$ cat src/verilog/tarf_pkg.sv
// constants and types shared by the theft alarm relock logic
`default_nettype none
package tarf_pkg;
  // ************************************
  // timing
  // ************************************
  localparam int CLK_HZ           = 100_000_000;
  localparam int FLASH_HALF_MS    = 500;
  localparam int HALF_SEC_CYC     = CLK_HZ / 1000 * FLASH_HALF_MS;
  localparam int TICKS_PER_SEC    = 1000 / FLASH_HALF_MS;
  localparam int ALARM_ON_S       = 27;
  localparam int ALARM_GAP_S      = 10;
  localparam int ALARM_ON_TICKS   = ALARM_ON_S * TICKS_PER_SEC;
  localparam int ALARM_END_TICKS  = (ALARM_ON_S + ALARM_GAP_S) * TICKS_PER_SEC;
  localparam int FLASH_PHASES     = 4;
  localparam int RELOCK_CLOSED_TK = 60;
  localparam int RELOCK_OPEN_TK   = 60;
  // ************************************
  // register map
  // ************************************
  localparam logic [3:0] REG_CTRL     = 4'h0;
  localparam logic [3:0] REG_STATUS   = 4'h4;
  localparam logic [3:0] REG_IRQ_STAT = 4'h8;
  localparam logic [3:0] REG_IRQ_MASK = 4'hc;
  localparam int CTRL_SMART_BIT = 0;
  localparam int STAT_HOOD_BIT  = 3;
  localparam int STAT_TRUNK_BIT = 4;
  localparam int STAT_FLASH_BIT = 5;
  localparam int STAT_INH_BIT   = 6;
  localparam int STAT_HORN_BIT  = 7;
  localparam int IRQ_LOCK_BIT   = 0;
  localparam int IRQ_ALARM_BIT  = 1;
  localparam int IRQ_UNLOCK_BIT = 2;
  localparam int IRQ_W          = 3;
  localparam logic       CTRL_RESET = 1'b0;
  localparam logic [2:0] MASK_RESET = 3'h0;
  // ************************************
  // states
  // ************************************
  typedef enum logic [2:0] {
    ST_UNGUARDED,
    ST_ARMED,
    ST_ARMING_DELAY,
    ST_PRE_ARMED,
    ST_ALARM,
    ST_RETURN_TO_ARMED,
    ST_RELOCK_CLOSED,
    ST_RELOCK_OPEN
  } tarf_state_t;
endpackage : tarf_pkg
`default_nettype wire

$ cat src/verilog/tarf_countdown.sv
// tick-driven countdown with restart and one-cycle expiry pulse
`default_nettype none
module tarf_countdown #(
  parameter int LOAD = 60
) (
  input  wire logic clock,   // system clock
  input  wire logic reset,   // sync reset, high
  input  wire logic tick,    // half-second enable
  input  wire logic start,   // (re)load and run
  input  wire logic cancel,  // stop without expiry
  output logic      running, // counting
  output logic      expired  // one-cycle pulse at end
);
  localparam int W = $clog2(LOAD + 1);
  // refused at elaboration: a zero load would never expire
  if (LOAD < 1)
  begin : g_bad_load
    $error("countdown load must be at least one tick");
  end
  logic [W-1:0] cnt_ff;
  logic         run_ff;
  logic         exp_ff;
  // restart wins over expiry in the same cycle
  always_ff @(posedge clock)
  begin
    if (reset)
    begin
      cnt_ff <= '0;
      run_ff <= 1'b0;
      exp_ff <= 1'b0;
    end
    else
    begin
      exp_ff <= 1'b0;
      if (start)
      begin
        cnt_ff <= W'(LOAD);
        run_ff <= 1'b1;
      end
      else if (cancel)
        run_ff <= 1'b0;
      else if (run_ff && tick)
      begin
        if (cnt_ff == W'(1))
        begin
          run_ff <= 1'b0;
          exp_ff <= 1'b1;
        end
        cnt_ff <= cnt_ff - W'(1);
      end
    end
  end
  assign running = run_ff;
  assign expired = exp_ff;
endmodule : tarf_countdown
`default_nettype wire

$ cat src/verilog/tarf_relock_fsm.sv
// theft alarm: alarm exit, re-arm and automatic relock countdowns
//
// Local design decisions: the plain strobed port and the placing of the registers.
`default_nettype none
module tarf_relock_fsm #(
  parameter int HALF_SEC_CYCLES = tarf_pkg::HALF_SEC_CYC,
  parameter int CLOSED_TICKS    = tarf_pkg::RELOCK_CLOSED_TK,
  parameter int OPEN_TICKS      = tarf_pkg::RELOCK_OPEN_TK
) (
  input  wire logic        clock,          // 100 MHz
  input  wire logic        reset,          // sync reset, high
  input  wire logic        doors_closed,   // pin: all doors closed
  input  wire logic        hood_closed,    // pin: hood switch closed
  input  wire logic        trunk_closed,   // pin: trunk switch closed
  input  wire logic        ignition_key_removed, // pin
  input  wire logic        tx_unlock,      // pin: transmitter unlock
  input  wire logic        keyless_unlock_command, // pin: smart key unlock
  input  wire logic        passive_unlock, // pin: passive entry unlock
  input  wire logic        goto_valid,     // other logic: force state
  input  wire logic [2:0]  goto_state,     // target state code
  input  wire logic [3:0]  addr,           // register address
  input  wire logic [31:0] wdata,          // write data
  input  wire logic        wr,             // write strobe
  input  wire logic        rd,             // read strobe
  output logic      [31:0] rdata,          // read data, cycle after rd
  output logic             irq,            // level interrupt
  output logic             hazard_relay,   // hazard lamps
  output logic             horn_relay,     // horn
  output logic             start_inhibit,  // start-inhibit relay
  output logic             auto_lock,      // one-cycle lock request
  output logic             closed_started, // closed countdown start pulse
  output logic             open_started,   // open countdown start pulse
  output logic       [2:0] state_code      // current state
);
  // refused at elaboration: the tick divider needs at least two cycles
  if (HALF_SEC_CYCLES < 2)
  begin : g_bad_half_sec
    $error("half-second count too small");
  end
  localparam int HW = $clog2(HALF_SEC_CYCLES);
  localparam int AW = $clog2(tarf_pkg::ALARM_END_TICKS + 1);

  // ************************************
  // pin synchronisers
  // ************************************
  logic [6:0] pin_s1_ff;
  logic [6:0] pin_s2_ff;
  logic [2:0] cmd_prev_ff;
  always_ff @(posedge clock)
  begin
    pin_s1_ff <= {doors_closed, hood_closed, trunk_closed, ignition_key_removed,
                  tx_unlock, keyless_unlock_command, passive_unlock};
    pin_s2_ff <= pin_s1_ff;
  end
  wire logic doors_c = pin_s2_ff[6];
  wire logic hood_c  = pin_s2_ff[5];
  wire logic trunk_c = pin_s2_ff[4];
  wire logic key_out = pin_s2_ff[3];
  wire logic all_closed = doors_c & hood_c & trunk_c;
  always_ff @(posedge clock)
  begin
    if (reset)
      cmd_prev_ff <= 3'h7;
    else
      cmd_prev_ff <= pin_s2_ff[2:0];
  end
  wire logic [2:0] cmd_rise = pin_s2_ff[2:0] & ~cmd_prev_ff;

  // ************************************
  // registers
  // ************************************
  logic             smart_ff;
  logic [tarf_pkg::IRQ_W-1:0] irq_stat_ff;
  logic [tarf_pkg::IRQ_W-1:0] irq_mask_ff;
  logic [31:0]               rdata_ff;
  always_ff @(posedge clock)
  begin
    if (reset)
    begin
      smart_ff    <= tarf_pkg::CTRL_RESET;
      irq_mask_ff <= tarf_pkg::MASK_RESET;
    end
    else if (wr && addr == tarf_pkg::REG_CTRL)
      smart_ff <= wdata[tarf_pkg::CTRL_SMART_BIT];
    else if (wr && addr == tarf_pkg::REG_IRQ_MASK)
      irq_mask_ff <= wdata[tarf_pkg::IRQ_W-1:0];
  end

  // smart key variant chooses which unlock source counts
  wire logic unlock = smart_ff ? (cmd_rise[1] | cmd_rise[0]) : cmd_rise[2];

  // ************************************
  // half-second tick
  // ************************************
  logic [HW-1:0] div_ff;
  logic          tick;
  always_ff @(posedge clock)
  begin
    if (reset || div_ff == HW'(HALF_SEC_CYCLES - 1))
      div_ff <= '0;
    else
      div_ff <= div_ff + HW'(1);
  end
  assign tick = (div_ff == HW'(HALF_SEC_CYCLES - 1));

  // ************************************
  // state machine
  // ************************************
  tarf_pkg::tarf_state_t state_ff;
  tarf_pkg::tarf_state_t nxt_state;
  logic start_closed;
  logic start_open;
  logic closed_exp;
  logic open_exp;
  logic alarm_done;
  always_comb
  begin
    nxt_state    = state_ff;
    start_closed = 1'b0;
    start_open   = 1'b0;
    case (state_ff)
      tarf_pkg::ST_ARMED, tarf_pkg::ST_ARMING_DELAY, tarf_pkg::ST_RETURN_TO_ARMED:
        if (unlock)
          start_closed = 1'b1;
      tarf_pkg::ST_UNGUARDED:
        if (unlock && key_out && all_closed)
          start_closed = 1'b1;
        else if (unlock && key_out && !(hood_c && trunk_c))
          start_open = 1'b1;
      tarf_pkg::ST_ALARM:
        if (unlock && all_closed)
          start_closed = 1'b1;
        else if (all_closed && alarm_done)
          nxt_state = tarf_pkg::ST_RETURN_TO_ARMED;
      tarf_pkg::ST_RELOCK_CLOSED:
        start_closed = unlock;
      tarf_pkg::ST_RELOCK_OPEN:
        start_open = unlock;
      default:
        nxt_state = state_ff;
    endcase
    if (start_closed)
      nxt_state = tarf_pkg::ST_RELOCK_CLOSED;
    else if (start_open)
      nxt_state = tarf_pkg::ST_RELOCK_OPEN;
    else if (goto_valid && nxt_state == state_ff)
      nxt_state = tarf_pkg::tarf_state_t'(goto_state);
  end
  always_ff @(posedge clock)
  begin
    if (reset)
      state_ff <= tarf_pkg::ST_UNGUARDED;
    else
      state_ff <= nxt_state;
  end
  wire logic leave_alarm = (state_ff == tarf_pkg::ST_ALARM) && start_closed;
  wire logic enter_alarm = (state_ff != tarf_pkg::ST_ALARM) && (nxt_state == tarf_pkg::ST_ALARM);

  // ************************************
  // hood and trunk memo
  // ************************************
  logic hood_memo_ff;
  logic trunk_memo_ff;
  always_ff @(posedge clock)
  begin
    if (reset)
    begin
      hood_memo_ff  <= 1'b0;
      trunk_memo_ff <= 1'b0;
    end
    else if (start_open && state_ff == tarf_pkg::ST_UNGUARDED)
    begin
      hood_memo_ff  <= hood_c;
      trunk_memo_ff <= trunk_c;
    end
  end

  // ************************************
  // relock countdowns
  // ************************************
  logic closed_run;
  logic open_run;
  // each countdown has its own length, lengths not tied together
  tarf_countdown #(.LOAD(CLOSED_TICKS)) u_closed (
    .clock   (clock),
    .reset   (reset),
    .tick    (tick),
    .start   (start_closed),
    .cancel  (nxt_state != tarf_pkg::ST_RELOCK_CLOSED),
    .running (closed_run),
    .expired (closed_exp)
  );
  tarf_countdown #(.LOAD(OPEN_TICKS)) u_open (
    .clock   (clock),
    .reset   (reset),
    .tick    (tick),
    .start   (start_open),
    .cancel  (nxt_state != tarf_pkg::ST_RELOCK_OPEN),
    .running (open_run),
    .expired (open_exp)
  );
  logic lock_ff;
  always_ff @(posedge clock)
  begin
    if (reset)
      lock_ff <= 1'b0;
    else
      lock_ff <= closed_exp | open_exp;
  end

  // ************************************
  // double hazard flash
  // ************************************
  // own phase timer so every flash gets full 0.5 s phases
  logic [HW-1:0] fl_cnt_ff;
  logic [2:0]    fl_phase_ff;
  wire logic     flash_busy = fl_phase_ff != 3'(tarf_pkg::FLASH_PHASES);
  always_ff @(posedge clock)
  begin
    if (reset)
    begin
      fl_cnt_ff   <= '0;
      fl_phase_ff <= 3'(tarf_pkg::FLASH_PHASES);
    end
    else if (start_closed || start_open)
    begin
      fl_cnt_ff   <= '0;
      fl_phase_ff <= 3'h0;
    end
    else if (flash_busy)
    begin
      if (fl_cnt_ff == HW'(HALF_SEC_CYCLES - 1))
      begin
        fl_cnt_ff   <= '0;
        fl_phase_ff <= fl_phase_ff + 3'h1;
      end
      else
        fl_cnt_ff <= fl_cnt_ff + HW'(1);
    end
  end
  wire logic flash_on = flash_busy && !fl_phase_ff[0];

  // ************************************
  // alarm sequence and relays
  // ************************************
  logic [AW-1:0] al_cnt_ff;
  logic          inh_ff;
  logic          horn_on;
  always_ff @(posedge clock)
  begin
    if (reset || enter_alarm)
      al_cnt_ff <= '0;
    else if (state_ff == tarf_pkg::ST_ALARM && tick && !alarm_done)
      al_cnt_ff <= al_cnt_ff + AW'(1);
  end
  assign alarm_done = al_cnt_ff == AW'(tarf_pkg::ALARM_END_TICKS);
  assign horn_on = (state_ff == tarf_pkg::ST_ALARM)
                 && al_cnt_ff < AW'(tarf_pkg::ALARM_ON_TICKS);
  always_ff @(posedge clock)
  begin
    if (reset)
      inh_ff <= 1'b0;
    else if (enter_alarm)
      inh_ff <= 1'b1;
    else if (start_closed && (state_ff == tarf_pkg::ST_ALARM
             || state_ff == tarf_pkg::ST_RETURN_TO_ARMED))
      inh_ff <= 1'b0;
  end
  logic horn_ff;
  logic haz_ff;
  always_ff @(posedge clock)
  begin
    if (reset || leave_alarm)
    begin
      horn_ff <= 1'b0;
      haz_ff  <= 1'b0;
    end
    else
    begin
      horn_ff <= horn_on;
      haz_ff  <= horn_on | flash_on;
    end
  end

  // ************************************
  // interrupts and read port
  // ************************************
  wire logic [2:0] irq_ev = {start_closed | start_open, enter_alarm, lock_ff};
  always_ff @(posedge clock)
  begin
    if (reset)
      irq_stat_ff <= '0;
    else if (rd && addr == tarf_pkg::REG_IRQ_STAT)
      irq_stat_ff <= irq_ev; // events of this cycle survive the clear
    else
      irq_stat_ff <= irq_stat_ff | irq_ev;
  end
  always_ff @(posedge clock)
  begin
    if (reset)
      rdata_ff <= '0;
    else if (rd)
      case (addr)
        tarf_pkg::REG_CTRL:     rdata_ff <= {31'h0, smart_ff};
        tarf_pkg::REG_STATUS:   rdata_ff <= {24'h0, horn_ff, inh_ff, flash_busy,
                                             trunk_memo_ff, hood_memo_ff, state_ff};
        tarf_pkg::REG_IRQ_STAT: rdata_ff <= {29'h0, irq_stat_ff};
        tarf_pkg::REG_IRQ_MASK: rdata_ff <= {29'h0, irq_mask_ff};
        default:                rdata_ff <= 32'h0;
      endcase
    else
      rdata_ff <= 32'h0;
  end
  logic closed_st_ff;
  logic open_st_ff;
  always_ff @(posedge clock)
  begin
    if (reset)
    begin
      closed_st_ff <= 1'b0;
      open_st_ff   <= 1'b0;
    end
    else
    begin
      closed_st_ff <= start_closed;
      open_st_ff   <= start_open;
    end
  end
  assign rdata          = rdata_ff;
  assign irq            = |(irq_stat_ff & irq_mask_ff);
  assign hazard_relay   = haz_ff;
  assign horn_relay     = horn_ff;
  assign start_inhibit  = inh_ff;
  assign auto_lock      = lock_ff;
  assign closed_started = closed_st_ff;
  assign open_started   = open_st_ff;
  assign state_code     = state_ff;

  // ************************************
  // checks
  // ************************************
  return_to_armed_entry_a: assert property (@(posedge clock) disable iff (reset)
    state_ff == tarf_pkg::ST_ALARM && all_closed && alarm_done && !unlock
    |=> state_ff == tarf_pkg::ST_RETURN_TO_ARMED)
    else $error("alarm did not re-arm");
  flash_width_a: assert property (@(posedge clock) disable iff (reset)
    $rose(flash_on) |=> flash_on [*8])
    else $error("flash pulse too short");
  armed_unlock_a: assert property (@(posedge clock) disable iff (reset)
    unlock && state_ff == tarf_pkg::ST_ARMED
    |=> state_ff == tarf_pkg::ST_RELOCK_CLOSED && closed_started)
    else $error("armed unlock missed");
  unguard_closed_a: assert property (@(posedge clock) disable iff (reset)
    unlock && key_out && all_closed && state_ff == tarf_pkg::ST_UNGUARDED
    |=> state_ff == tarf_pkg::ST_RELOCK_CLOSED)
    else $error("unguarded closed unlock missed");
  alarm_unlock_a: assert property (@(posedge clock) disable iff (reset)
    unlock && all_closed && state_ff == tarf_pkg::ST_ALARM
    |=> state_ff == tarf_pkg::ST_RELOCK_CLOSED ##1 !horn_relay && !start_inhibit)
    else $error("alarm unlock missed");
  inhibit_off_a: assert property (@(posedge clock) disable iff (reset)
    unlock && state_ff == tarf_pkg::ST_RETURN_TO_ARMED |=> !start_inhibit)
    else $error("start inhibit stayed on");
  lock_pulse_a: assert property (@(posedge clock) disable iff (reset)
    closed_exp |=> auto_lock && $stable(state_ff))
    else $error("closed expiry did not lock");
  open_lock_a: assert property (@(posedge clock) disable iff (reset)
    open_exp && !goto_valid |=> auto_lock && state_ff == tarf_pkg::ST_RELOCK_OPEN)
    else $error("open expiry did not lock");
  open_entry_a: assert property (@(posedge clock) disable iff (reset)
    start_open && state_ff == tarf_pkg::ST_UNGUARDED
    |=> state_ff == tarf_pkg::ST_RELOCK_OPEN && hood_memo_ff == $past(hood_c)
        && trunk_memo_ff == $past(trunk_c))
    else $error("open entry or memo wrong");
  restart_a: assert property (@(posedge clock) disable iff (reset)
    unlock && state_ff == tarf_pkg::ST_RELOCK_CLOSED
    |=> closed_run && closed_started && state_ff == tarf_pkg::ST_RELOCK_CLOSED)
    else $error("closed countdown not restarted");
endmodule : tarf_relock_fsm
`default_nettype wire

$ cat config.mk
export PLATFORM = sky130hd
export DESIGN_NAME = tarf_relock_fsm
export DESIGN_NICKNAME = d
export VERILOG_FILES = /design/src/verilog/tarf_pkg.sv /design/src/verilog/tarf_countdown.sv /design/src/verilog/tarf_relock_fsm.sv
export SDC_FILE = /design/constraint.sdc
export NUM_CORES = 1
export LEC_CHECK = 0
export BUFFER_PORTS_ARGS = -buffer_cell sky130_fd_sc_hd__buf_2
export CELL_PAD_IN_SITES_DETAIL_PLACEMENT = 0
export CELL_PAD_IN_SITES_GLOBAL_PLACEMENT = 2
export CORE_MARGIN = 2
export CORE_UTILIZATION = 37
export DETAILED_ROUTE_END_ITERATION = 8
export PLACE_DENSITY_LB_ADDON = 0.1
export SETUP_SLACK_MARGIN = 0.5
export SLEW_MARGIN = 20
export SYNTH_ARGS = -nofsm -noshare
export SYNTH_HDL_FRONTEND = slang
export SYNTH_HIERARCHICAL = 1
export SYNTH_SLANG_ARGS = --single-unit
$ cat constraint.sdc
create_clock -name clock -period 5 [get_ports clock]
set_clock_uncertainty 0.05 [all_clocks]
set_input_delay 0.25 -clock clock [delete_from_list [all_inputs] [get_ports clock]]
set_output_delay 0.25 -clock clock [all_outputs]
set_load 0.005 [all_outputs]
# Word level (Yosys, flattened, before mapping)
# Cells that the tools add are included.
# op_classes
mux	38
magnitude_cmp	1
reduce_logical	56
bitwise_logic	16
eq_ne	22
addsub	6
# op_table
cell	count
adder 26 x 1 -> 26 bit (second input constant)	2
== test 26 bit (second input constant)	2
two-way mux 6 bit	6
one-hot mux 8 bit (4 select lines)	1
two-way mux 3 bit	10
two-way mux 26 bit	1
logical AND 1 bit	20
two-way mux 1 bit	18
AND reduction 2 bit	9
== test 3 bit (second input constant)	5
== test 6 x 1 -> 1 bit (second input constant)	2
inequality test 3 bit (second input constant)	4
nonzero test 3 bit	4
subtractor 6 x 1 -> 6 bit (second input constant)	2
nonzero test 2 bit	5
== test 4 bit (second input constant)	2
OR reduction 2 bit	4
OR reduction 4 bit	2
adder 7 x 1 -> 7 bit (second input constant)	1
== test 7 bit (second input constant)	1
less-than comparator 7 x 6 -> 1 bit (second input constant)	1
bitwise AND 3 bit	2
NOT 1 bit	6
OR reduction 3 bit	2
other kinds (16)	27
# totals
inputBits	51
out_inout_bits	42
reg_bits	145

# Logic depth before layout (Yosys ltp)
# Gate-level depths: netlist (run 1).
# depth
word_depth	16
mapped_depth	12

# Cells and area by module
# The synthesis (run 1) kept the hierarchy.
# modules_own_cells
mod	cells_each	n_inst	area_each_um2
tarf_relock_fsm	521	1	4907.2
tarf_countdown	44	2	402.9

# Least setup slack after synthesis (run 1)
# OpenSTA, ideal clock, no wires.
# synth_timing
path_type	reg-to-reg
startpoint	reg state_ff[0] (netlist: state_code[0])
endpoint	reg u_closed.cnt_ff[1]
setup_slack_ns	2.262
t_required_ns	4.847
t_arrival_ns	2.585
period_less_slack_ns	2.738
path_stages_with_launch	13
path_cell_list	dfxtp_1 -> inv_1 -> ha_1 -> inv_1 -> o41ai_2 -> a21boi_2 -> a31o_1 -> buf_6 -> nand2_1 -> and3b_1 -> clkbuf_2 -> nor2_1 -> a2111oi_2
# synth_between
elab_cells_between_ends	22
classes_between	8 x eq/ne; 8 x mux; 1 x bitwise; 5 x reduce/logical
# synth_rtl
item	line	rtl
start, declared	tarf_relock_fsm.sv:109	tarf_pkg::tarf_state_t state_ff;
start signal, assigned	tarf_relock_fsm.sv:152	state_ff <= tarf_pkg::ST_UNGUARDED;
start signal, assigned	tarf_relock_fsm.sv:154	state_ff <= nxt_state;
== test 3 bit (tied with other cells)	tarf_relock_fsm.sv:121	case (state_ff)
OR reduction 3 bit	tarf_relock_fsm.sv:121	
one-hot mux 1 bit (4 select lines) *	tarf_relock_fsm.sv:121	
named net start_closed	tarf_relock_fsm.sv:111	logic start_closed;
two-way mux 3 bit	tarf_relock_fsm.sv:142	if (start_closed)
inequality test 3 bit	tarf_relock_fsm.sv:189	.cancel (nxt_state != tarf_pkg::ST_RELOCK_CLOSED),
NOT 1 bit (no line)	--	
AND reduction 2 bit (no line)	--	
end signal, assigned	tarf_countdown.sv:37	cnt_ff <= W'(LOAD);
end signal, assigned	tarf_countdown.sv:49	cnt_ff <= cnt_ff - W'(1);
end, declared	tarf_countdown.sv:20	logic [W-1:0] cnt_ff;
# Mark *: on every way through the listed nets, which the timed path passes. The rest lies on a longest branch.
# A chain may end at the register's enable or synchronous reset.

# Final worst setup path (run 1)
# layout_timing
startpoint	reg state_ff[0] (netlist: state_code[0])
endpoint	reg u_closed.exp_ff (netlist: u_closed/expired)
# layout_between
elab_cells_between_ends	20
classes_between	8 x eq/ne; 8 x mux; 4 x reduce/logical
# layout_rtl
item	line	rtl
== test 3 bit (tied with other cells)	tarf_relock_fsm.sv:121	
OR reduction 3 bit	tarf_relock_fsm.sv:121	
one-hot mux 1 bit (4 select lines) *	tarf_relock_fsm.sv:121	
named net start_closed	tarf_relock_fsm.sv:111	
two-way mux 3 bit	tarf_relock_fsm.sv:142	
inequality test 3 bit	tarf_relock_fsm.sv:189	
OR reduction 4 bit (no line) *	--	
end signal, assigned	tarf_countdown.sv:30	exp_ff <= 1'b0;
end signal, assigned	tarf_countdown.sv:34	exp_ff <= 1'b0;
end signal, assigned	tarf_countdown.sv:47	exp_ff <= 1'b1;
end, declared	tarf_countdown.sv:22	logic exp_ff;
# Marked as above.

==> impl_metrics.yaml, run 1 <==
outcome:
  outcome: "finished, final reports clean"
finish:
  drive_gt1_share_pct: 15.9
  final_cell_mix: "dfxtp_1 (121), nor2_1 (83), xnor2_1 (42)"
  layout.cells.most_common: "dfxtp_1"
  diodes: 0
  final_cells: 853
  area_growth_pct: 15.7
  final_util_pct: 43.6
  final_nets: 717
timing:
  finalWorstPathRequiredPeriod_ps: 3460
  layout_setup_ws_ps: 1540
  hold_viol_final: 0
  worstMarginPinSlew_ps: 863
  setup_violations: 0
  drv_slew: 0
  fin_tns_setup_ps: 0
  rsz0062_at_grt: "false"
  post-route-period-util_pct: 69.2
  slew_headroom_pct: 42.5
  hold_ws_ps: 39.9
  fmax_mhz: 289
worst_setup_path:
  crit_path_max_fanout: 12
  cp-end-kind: "flip-flop"
  r2r-end: "u_closed/expired$_SDFF_PP0_"
  rr_worst_depth: 10
  cp_data_arrival_time_ps: 3700
  cp-start-kind: "flip-flop"
  critPathRequiredTime_ps: 5240
  r2r-start: "state_code[0]$_SDFF_PP0_"
  worstSetupPathType: "flip-flop to flip-flop"
  reg2reg_slack_ps: 1540
clock_tree:
  cts_sinks: 121
  post_cts_buffers: 0
  insertion_delay_ps: 410
  cts_inserted_buffers: 17
  htreeDepth: 4
  cts_tree: "done"
  path_clk_slew_ps: 60
  cts.repair.resized: 0
  clock-root-buffer: "clkbuf_16"
  cts_buffer_depth: 2
worst_hold_path:
  hp-start: "wdata[1]"
  min_path_type: "input port to flip-flop"
  holdPathStages: 3
  hold_end: "irq_mask_ff[1]$_SDFFE_PP0P_"
grt:
  grt_max_degree: 30
  grt.overflow.total: 0
  grt_usage_pct: 15.6
  antenna_found_initial: 0
  grt_pass1_vias: 4075
  grt_pass1_wl_um: 20500
die:
  ioPinCount: 93
  core_um2: 15100
  dieArea_um2: 16500
  start_util_pct: 37.7
  fp.dieW_um: 128
  die_y_um: 128
  fp-row-count: 45
logic_synthesis:
  syn_area_um2: 5710
  ys_types: 66
  synthArstFlopShare_pct: 0
  synth_warnings: 6
  synth_edf_count: 0
  syn_avg_cell_area_um2: 9.38
  yosysSeqAreaShare_pct: 42.4
  synthCells: 609
  ys_ff_latch: 121
  synth_ff_type: "dfxtp_1"
detailed_routing:
  first_pass_iters: 6
  drtIter0Drc: 185
  viasPerCell: 4.91
  avgRoutedWirePerCell_um: 14.0
  routed_wl_um: 11900
  num_vias: 4189
  ant_nets: 0
  drc: 0
job:
  drv_cap: 0
placed_design:
  place_congestion: 0.765
  place_ws_ps: 1540
  dpl.cell_count: 814
  port_buffers: 39
  dp_hpwl_um: 8220
power:
  powerDensity_nw_per_um2: 361
  p_leak_uw: 0.00247
  ir_drop_uv: 252
per-stage QoR:
step	total power, uW	instance area, um2
4_1_cts	2430	6610
3_5_place_dp	1120	5910
5_1_grt	2490	6610
2_1_floorplan	1110	5800
3_3_place_gp	1120	5910
6_report	2390	6610
cells in the mapped netlist, types with 7 or more instances:
| cell | n | area, um2 |
|---|---|---|
| xnor2_1 | 42 | 368 |
| nor2b_1 | 7 | 43.8 |
| buf_6 | 7 | 78.8 |
| a21oi_1 | 10 | 50.1 |
| mux2i_1 | 11 | 110 |
| nor3_1 | 20 | 100 |
| and2_1 | 10 | 62.6 |
| a211oi_2 | 7 | 87.6 |
| nand4_1 | 13 | 81.3 |
| o21ai_0 | 8 | 40.0 |
| nand3_1 | 26 | 130 |
| and4_1 | 10 | 87.6 |
| and3_1 | 11 | 68.8 |
| nor2_1 | 83 | 312 |
| buf_4 | 25 | 188 |
| inv_1 | 25 | 93.8 |
| xor2_1 | 19 | 166 |
| nand2_1 | 33 | 124 |
| clkbuf_1 | 7 | 26.3 |
| ha_1 | 14 | 175 |
| nor4_1 | 11 | 68.8 |
| dfxtp_1 | 121 | 2420 |
| nor4b_1 | 8 | 70.1 |
state kept, by name (all words and copies together) (netlist names), 3 cells and up:
signal	flops
irq_mask_ff	3
fl_cnt_ff	26
div_ff	26
state_code	3
pin_s1_ff	7
cmd_prev_ff	3
u_closed/cnt_ff	6
irq_stat_ff	3
fl_phase_ff	3
u_open/cnt_ff	6
pin_s2_ff	7
al_cnt_ff	7
rdata	8
critical path, stage by stage, from the launching register on:
cell and delay, ps:
dfxtp_1 380, inv_1 150, ha_1 240, inv_1 70
o41ai_2 390, a21boi_2 580, a31o_1 480, nand2_1 190
and3b_1 410, nand2_1 80, nor4b_1 320
cell type report:
type	count	area, um2
Clock inverter	12	171
Multi-Input combinational cell	440	2960
Tap cell	188	235
Sequential cell	121	2420
Fill cell	1428	8540
Timing Repair Buffer	47	273
Inverter	25	93.8
Clock buffer	20	457
how the worst max path moves through the flow:
| stage | from | to | slack, ps | cells past startpoint |
|---|---|---|---|---|
| 3_5_place_dp | state_code[0]$_SDFF_PP0_ | u_closed/cnt_ff[1]$_SDFFE_PP0P_ | 1540 | 10 |
| 5_1_grt | state_code[0]$_SDFF_PP0_ | u_closed/cnt_ff[1]$_SDFFE_PP0P_ | 1210 | 10 |
| 6_report | state_code[0]$_SDFF_PP0_ | u_closed/expired$_SDFF_PP0_ | 1540 | 10 |
| 2_1_floorplan | state_code[0]$_SDFF_PP0_ | u_closed/cnt_ff[1]$_SDFFE_PP0P_ | 2260 | 12 |
| 4_1_cts | state_code[0]$_SDFF_PP0_ | u_closed/cnt_ff[1]$_SDFFE_PP0P_ | 1520 | 10 |
| 3_3_place_gp | state_code[0]$_SDFF_PP0_ | u_closed/cnt_ff[1]$_SDFFE_PP0P_ | 1620 | 10 |
kinds of logic after synthesis:
group	after synthesis	share of synthesized area (%)
muxes	13	2.32
DFF	121	42.4
xor gates and xnor gates	61	9.35
buffers and inverters	71	7.34
adders and majority gates	14	3.07
AOI/OAI and AO/OA	55	7.84
and+or+nand+nor	273	27.6
other	1	0.0656
where the power goes:
part           leakage (uW)  internal [uW]  switching, uW
Sequential         0.000983            984           14.8
Combinational       0.00118           39.1           64.9
Clock              0.000302            858            425
Total               0.00247           1880            505
timing repair:
action / 4_1_cts / 5_1_grt
hold buffers: 7 / 0
hold endpoints to repair: 7 / 0
endpoints found under the setup margin: 0 / 0
layer usage:
metal / vias to the layer above / global-route usage (%) / share of wire, %
li1: 2157 / - / -
met4: 0 / 5.88 / 1.1
met3: 11 / 4.30 / 3.4
met2: 63 / 25.2 / 47
met1: 1958 / 20.0 / 49
met5: - / 0 / 0
(Power assumes the default switching activity.)
==> run 2: changes to the inputs <==
--- a/config.mk
+++ b/config.mk
@@ -9,7 +9,7 @@
 export CELL_PAD_IN_SITES_DETAIL_PLACEMENT = 0
 export CELL_PAD_IN_SITES_GLOBAL_PLACEMENT = 2
 export CORE_MARGIN = 2
-export CORE_UTILIZATION = 37
+export CORE_UTILIZATION = 31
 export DETAILED_ROUTE_END_ITERATION = 8
 export PLACE_DENSITY_LB_ADDON = 0.1
 export SETUP_SLACK_MARGIN = 0.5
==> constraint.sdc (replaced) <==
create_clock -name clock -period 3.08 [get_ports clock]
set_clock_uncertainty 0.05 [all_clocks]
set_input_delay 0.154 -clock clock [delete_from_list [all_inputs] [get_ports clock]]
set_output_delay 0.154 -clock clock [all_outputs]
set_load 0.005 [all_outputs]
==> run 2 against run 1 <==
  * Final cell count grew 7.0%
  * Total power is 58% higher
  * Clock-buffer cell count is 2 lower
  * Clock power grew 52%
  * Sequential power rose by 62%
  * Cell area rose by 3.6%
==> impl_metrics.yaml, run 2 (synthesized netlist as in run 1, its figures left out) <==
power:
  ir_drop_uv: 337
  power_uw: 3770
  p_leak_uw: 0.00256
  powerDensity_nw_per_um2: 551
finish:
  design_area_um2: 6850
  final_nets: 736
  area_growth_pct: 19.9
  diodes: 0
  drive_gt1_share_pct: 20.5
  layout.cells.most_common: "dfxtp_1"
  final_cell_mix: "dfxtp_1 (117), nor2_1 (83), xnor2_1 (42)"
worst_hold_path:
  hold_end: "rdata[0]$_SDFF_PP0_"
  hp-start: "addr[2]"
  min_path_type: "input port to flip-flop"
  holdPathStages: 3
die:
  core_um2: 18000
  start_util_pct: 31.7
  fp-row-count: 49
  fp.dieW_um: 140
  ioPinCount: 93
  dieArea_um2: 19500
  die_y_um: 140
timing:
  finalWorstPathRequiredPeriod_ps: 2460
  setup_violations: 0
  hold_viol_final: 0
  slew_headroom_pct: 60.4
  post-route-period-util_pct: 80.0
  rsz0062_at_grt: "true"
  fmax_mhz: 406
  fin_tns_setup_ps: 0
  worstMarginPinSlew_ps: 594
  layout_setup_ws_ps: 616
  drv_slew: 0
placed_design:
  place_area_um2: 6040
  port_buffers: 39
  dp_hpwl_um: 8880
  place_ws_ps: 269
  place_congestion: 0.799
worst_setup_path:
  reg2reg_slack_ps: 620
  cp_slowest_cell: "o41ai_4"
  rr_worst_depth: 10
  r2r-start: "state_code[1]$_SDFF_PP0_"
  critPathRequiredTime_ps: 3340
  cp-end-kind: "flip-flop"
  worstSetupPathType: "flip-flop to flip-flop"
  cp-start-kind: "flip-flop"
  cp_cell_sequence: "inv_4 > ha_4 > inv_1 > o41ai_4 > a21boi_4 > a31o_1 > nand2_2 > and3b_2 > nor2_1 > a2111oi_2"
  r2r-end: "u_closed/cnt_ff[1]$_SDFFE_PP0P_"
  critPathMaxStageDelay_ps: 390
  cp_data_arrival_time_ps: 2720
  crit_path_max_fanout: 6
detailed_routing:
  routed_wl_um: 12600
  drc: 0
  first_pass_iters: 4
  ant_nets: 0
  num_vias: 4239
  avgRoutedWirePerCell_um: 13.8
  drtIter0Drc: 202
  viasPerCell: 4.64
grt:
  antenna_found_initial: 0
  grt_max_degree: 29
  grt_usage_pct: 13.4
  grt.overflow.total: 0
  grt_pass1_wl_um: 21200
  grt_pass1_vias: 4253
outcome:
  outcome: "finished, final reports clean"
clock_tree:
  cts_tree: "done"
  path_clk_slew_ps: 50
  cts_buffer_depth: 2
  cts_sinks: 121
  insertion_delay_ps: 410
  cts_inserted_buffers: 17
  clock-root-buffer: "clkbuf_16"
  htreeDepth: 4
job:
  drv_cap: 0
## run 2: cell count changes in the layout (fill, tap and decap cells not counted), sizes merged
cell / change
dlygate4sd3: +3
bufinv: -2
buf: +16
inv: +2
clkinvlp: -1
clkbuf: -2
clkinv: +3
## run 2: per-stage QoR
stage	std cells	hold WS [ps]	util, %
final	913	30.0	38.0
after global routing	913	43.9	38.0
after CTS	907	8.15	37.4
after detailed placement	864	208	33.5
after global placement	864	207	33.5
after floorplan	632	132	-
## run 2: power by group
| group | switching [uW] | internal (uW) |
|---|---|---|
| Combinational | 118 | 82.1 |
| Clock | 734 | 1220 |
| Sequential | 25.4 | 1600 |
## run 2: per-layer routing
metal  share of wire [%]  track usage [%]
met5                   0                0
met3                 4.0             3.92
met2                  47             21.8
met4                0.87             3.89
met1                  48             17.4
## run 2: worst max-delay path: cells and delay by family, from the launching register on
family	cells	cell delay, ps
AOI/OAI and AO/OA	4	1120
and+or+nand+nor	3	500
DFF	1	360
adders and majority gates	1	170
buffers and inverters	2	170
## run 2: area by class of cell
cell class | instances | area [um2]
fill | 1869 | 11200
inverter | 25 | 96.3
clock inverter | 14 | 148
sequential | 121 | 2430
tap | 229 | 287
multi-input combinational | 440 | 3030
clock buffer | 18 | 439
timing repair buffer | 66 | 423
## run 2: worst max-delay path by stage
stage               cells after the start                               to  slack (ps)                     start
floorplan                              12  u_closed/cnt_ff[1]$_SDFFE_PP0P_         520  state_code[0]$_SDFF_PP0_
global placement                       10    u_open/cnt_ff[1]$_SDFFE_PP0P_         300  state_code[1]$_SDFF_PP0_
detailed placement                     10    u_open/cnt_ff[1]$_SDFFE_PP0P_         270  state_code[1]$_SDFF_PP0_
CTS                                    10    u_open/cnt_ff[1]$_SDFFE_PP0P_         540  state_code[1]$_SDFF_PP0_
global route                           10  u_closed/cnt_ff[1]$_SDFFE_PP0P_         490  state_code[1]$_SDFF_PP0_
finish                                 10  u_closed/cnt_ff[1]$_SDFFE_PP0P_         620  state_code[1]$_SDFF_PP0_
## run 2: repair_timing
action,in CTS,in global routing
endpoints found under the setup margin,13,12
pin swaps,1,3
resized for setup,6,17
buffers inserted,1,6
hold buffers,10,0
hold endpoints to repair,11,0
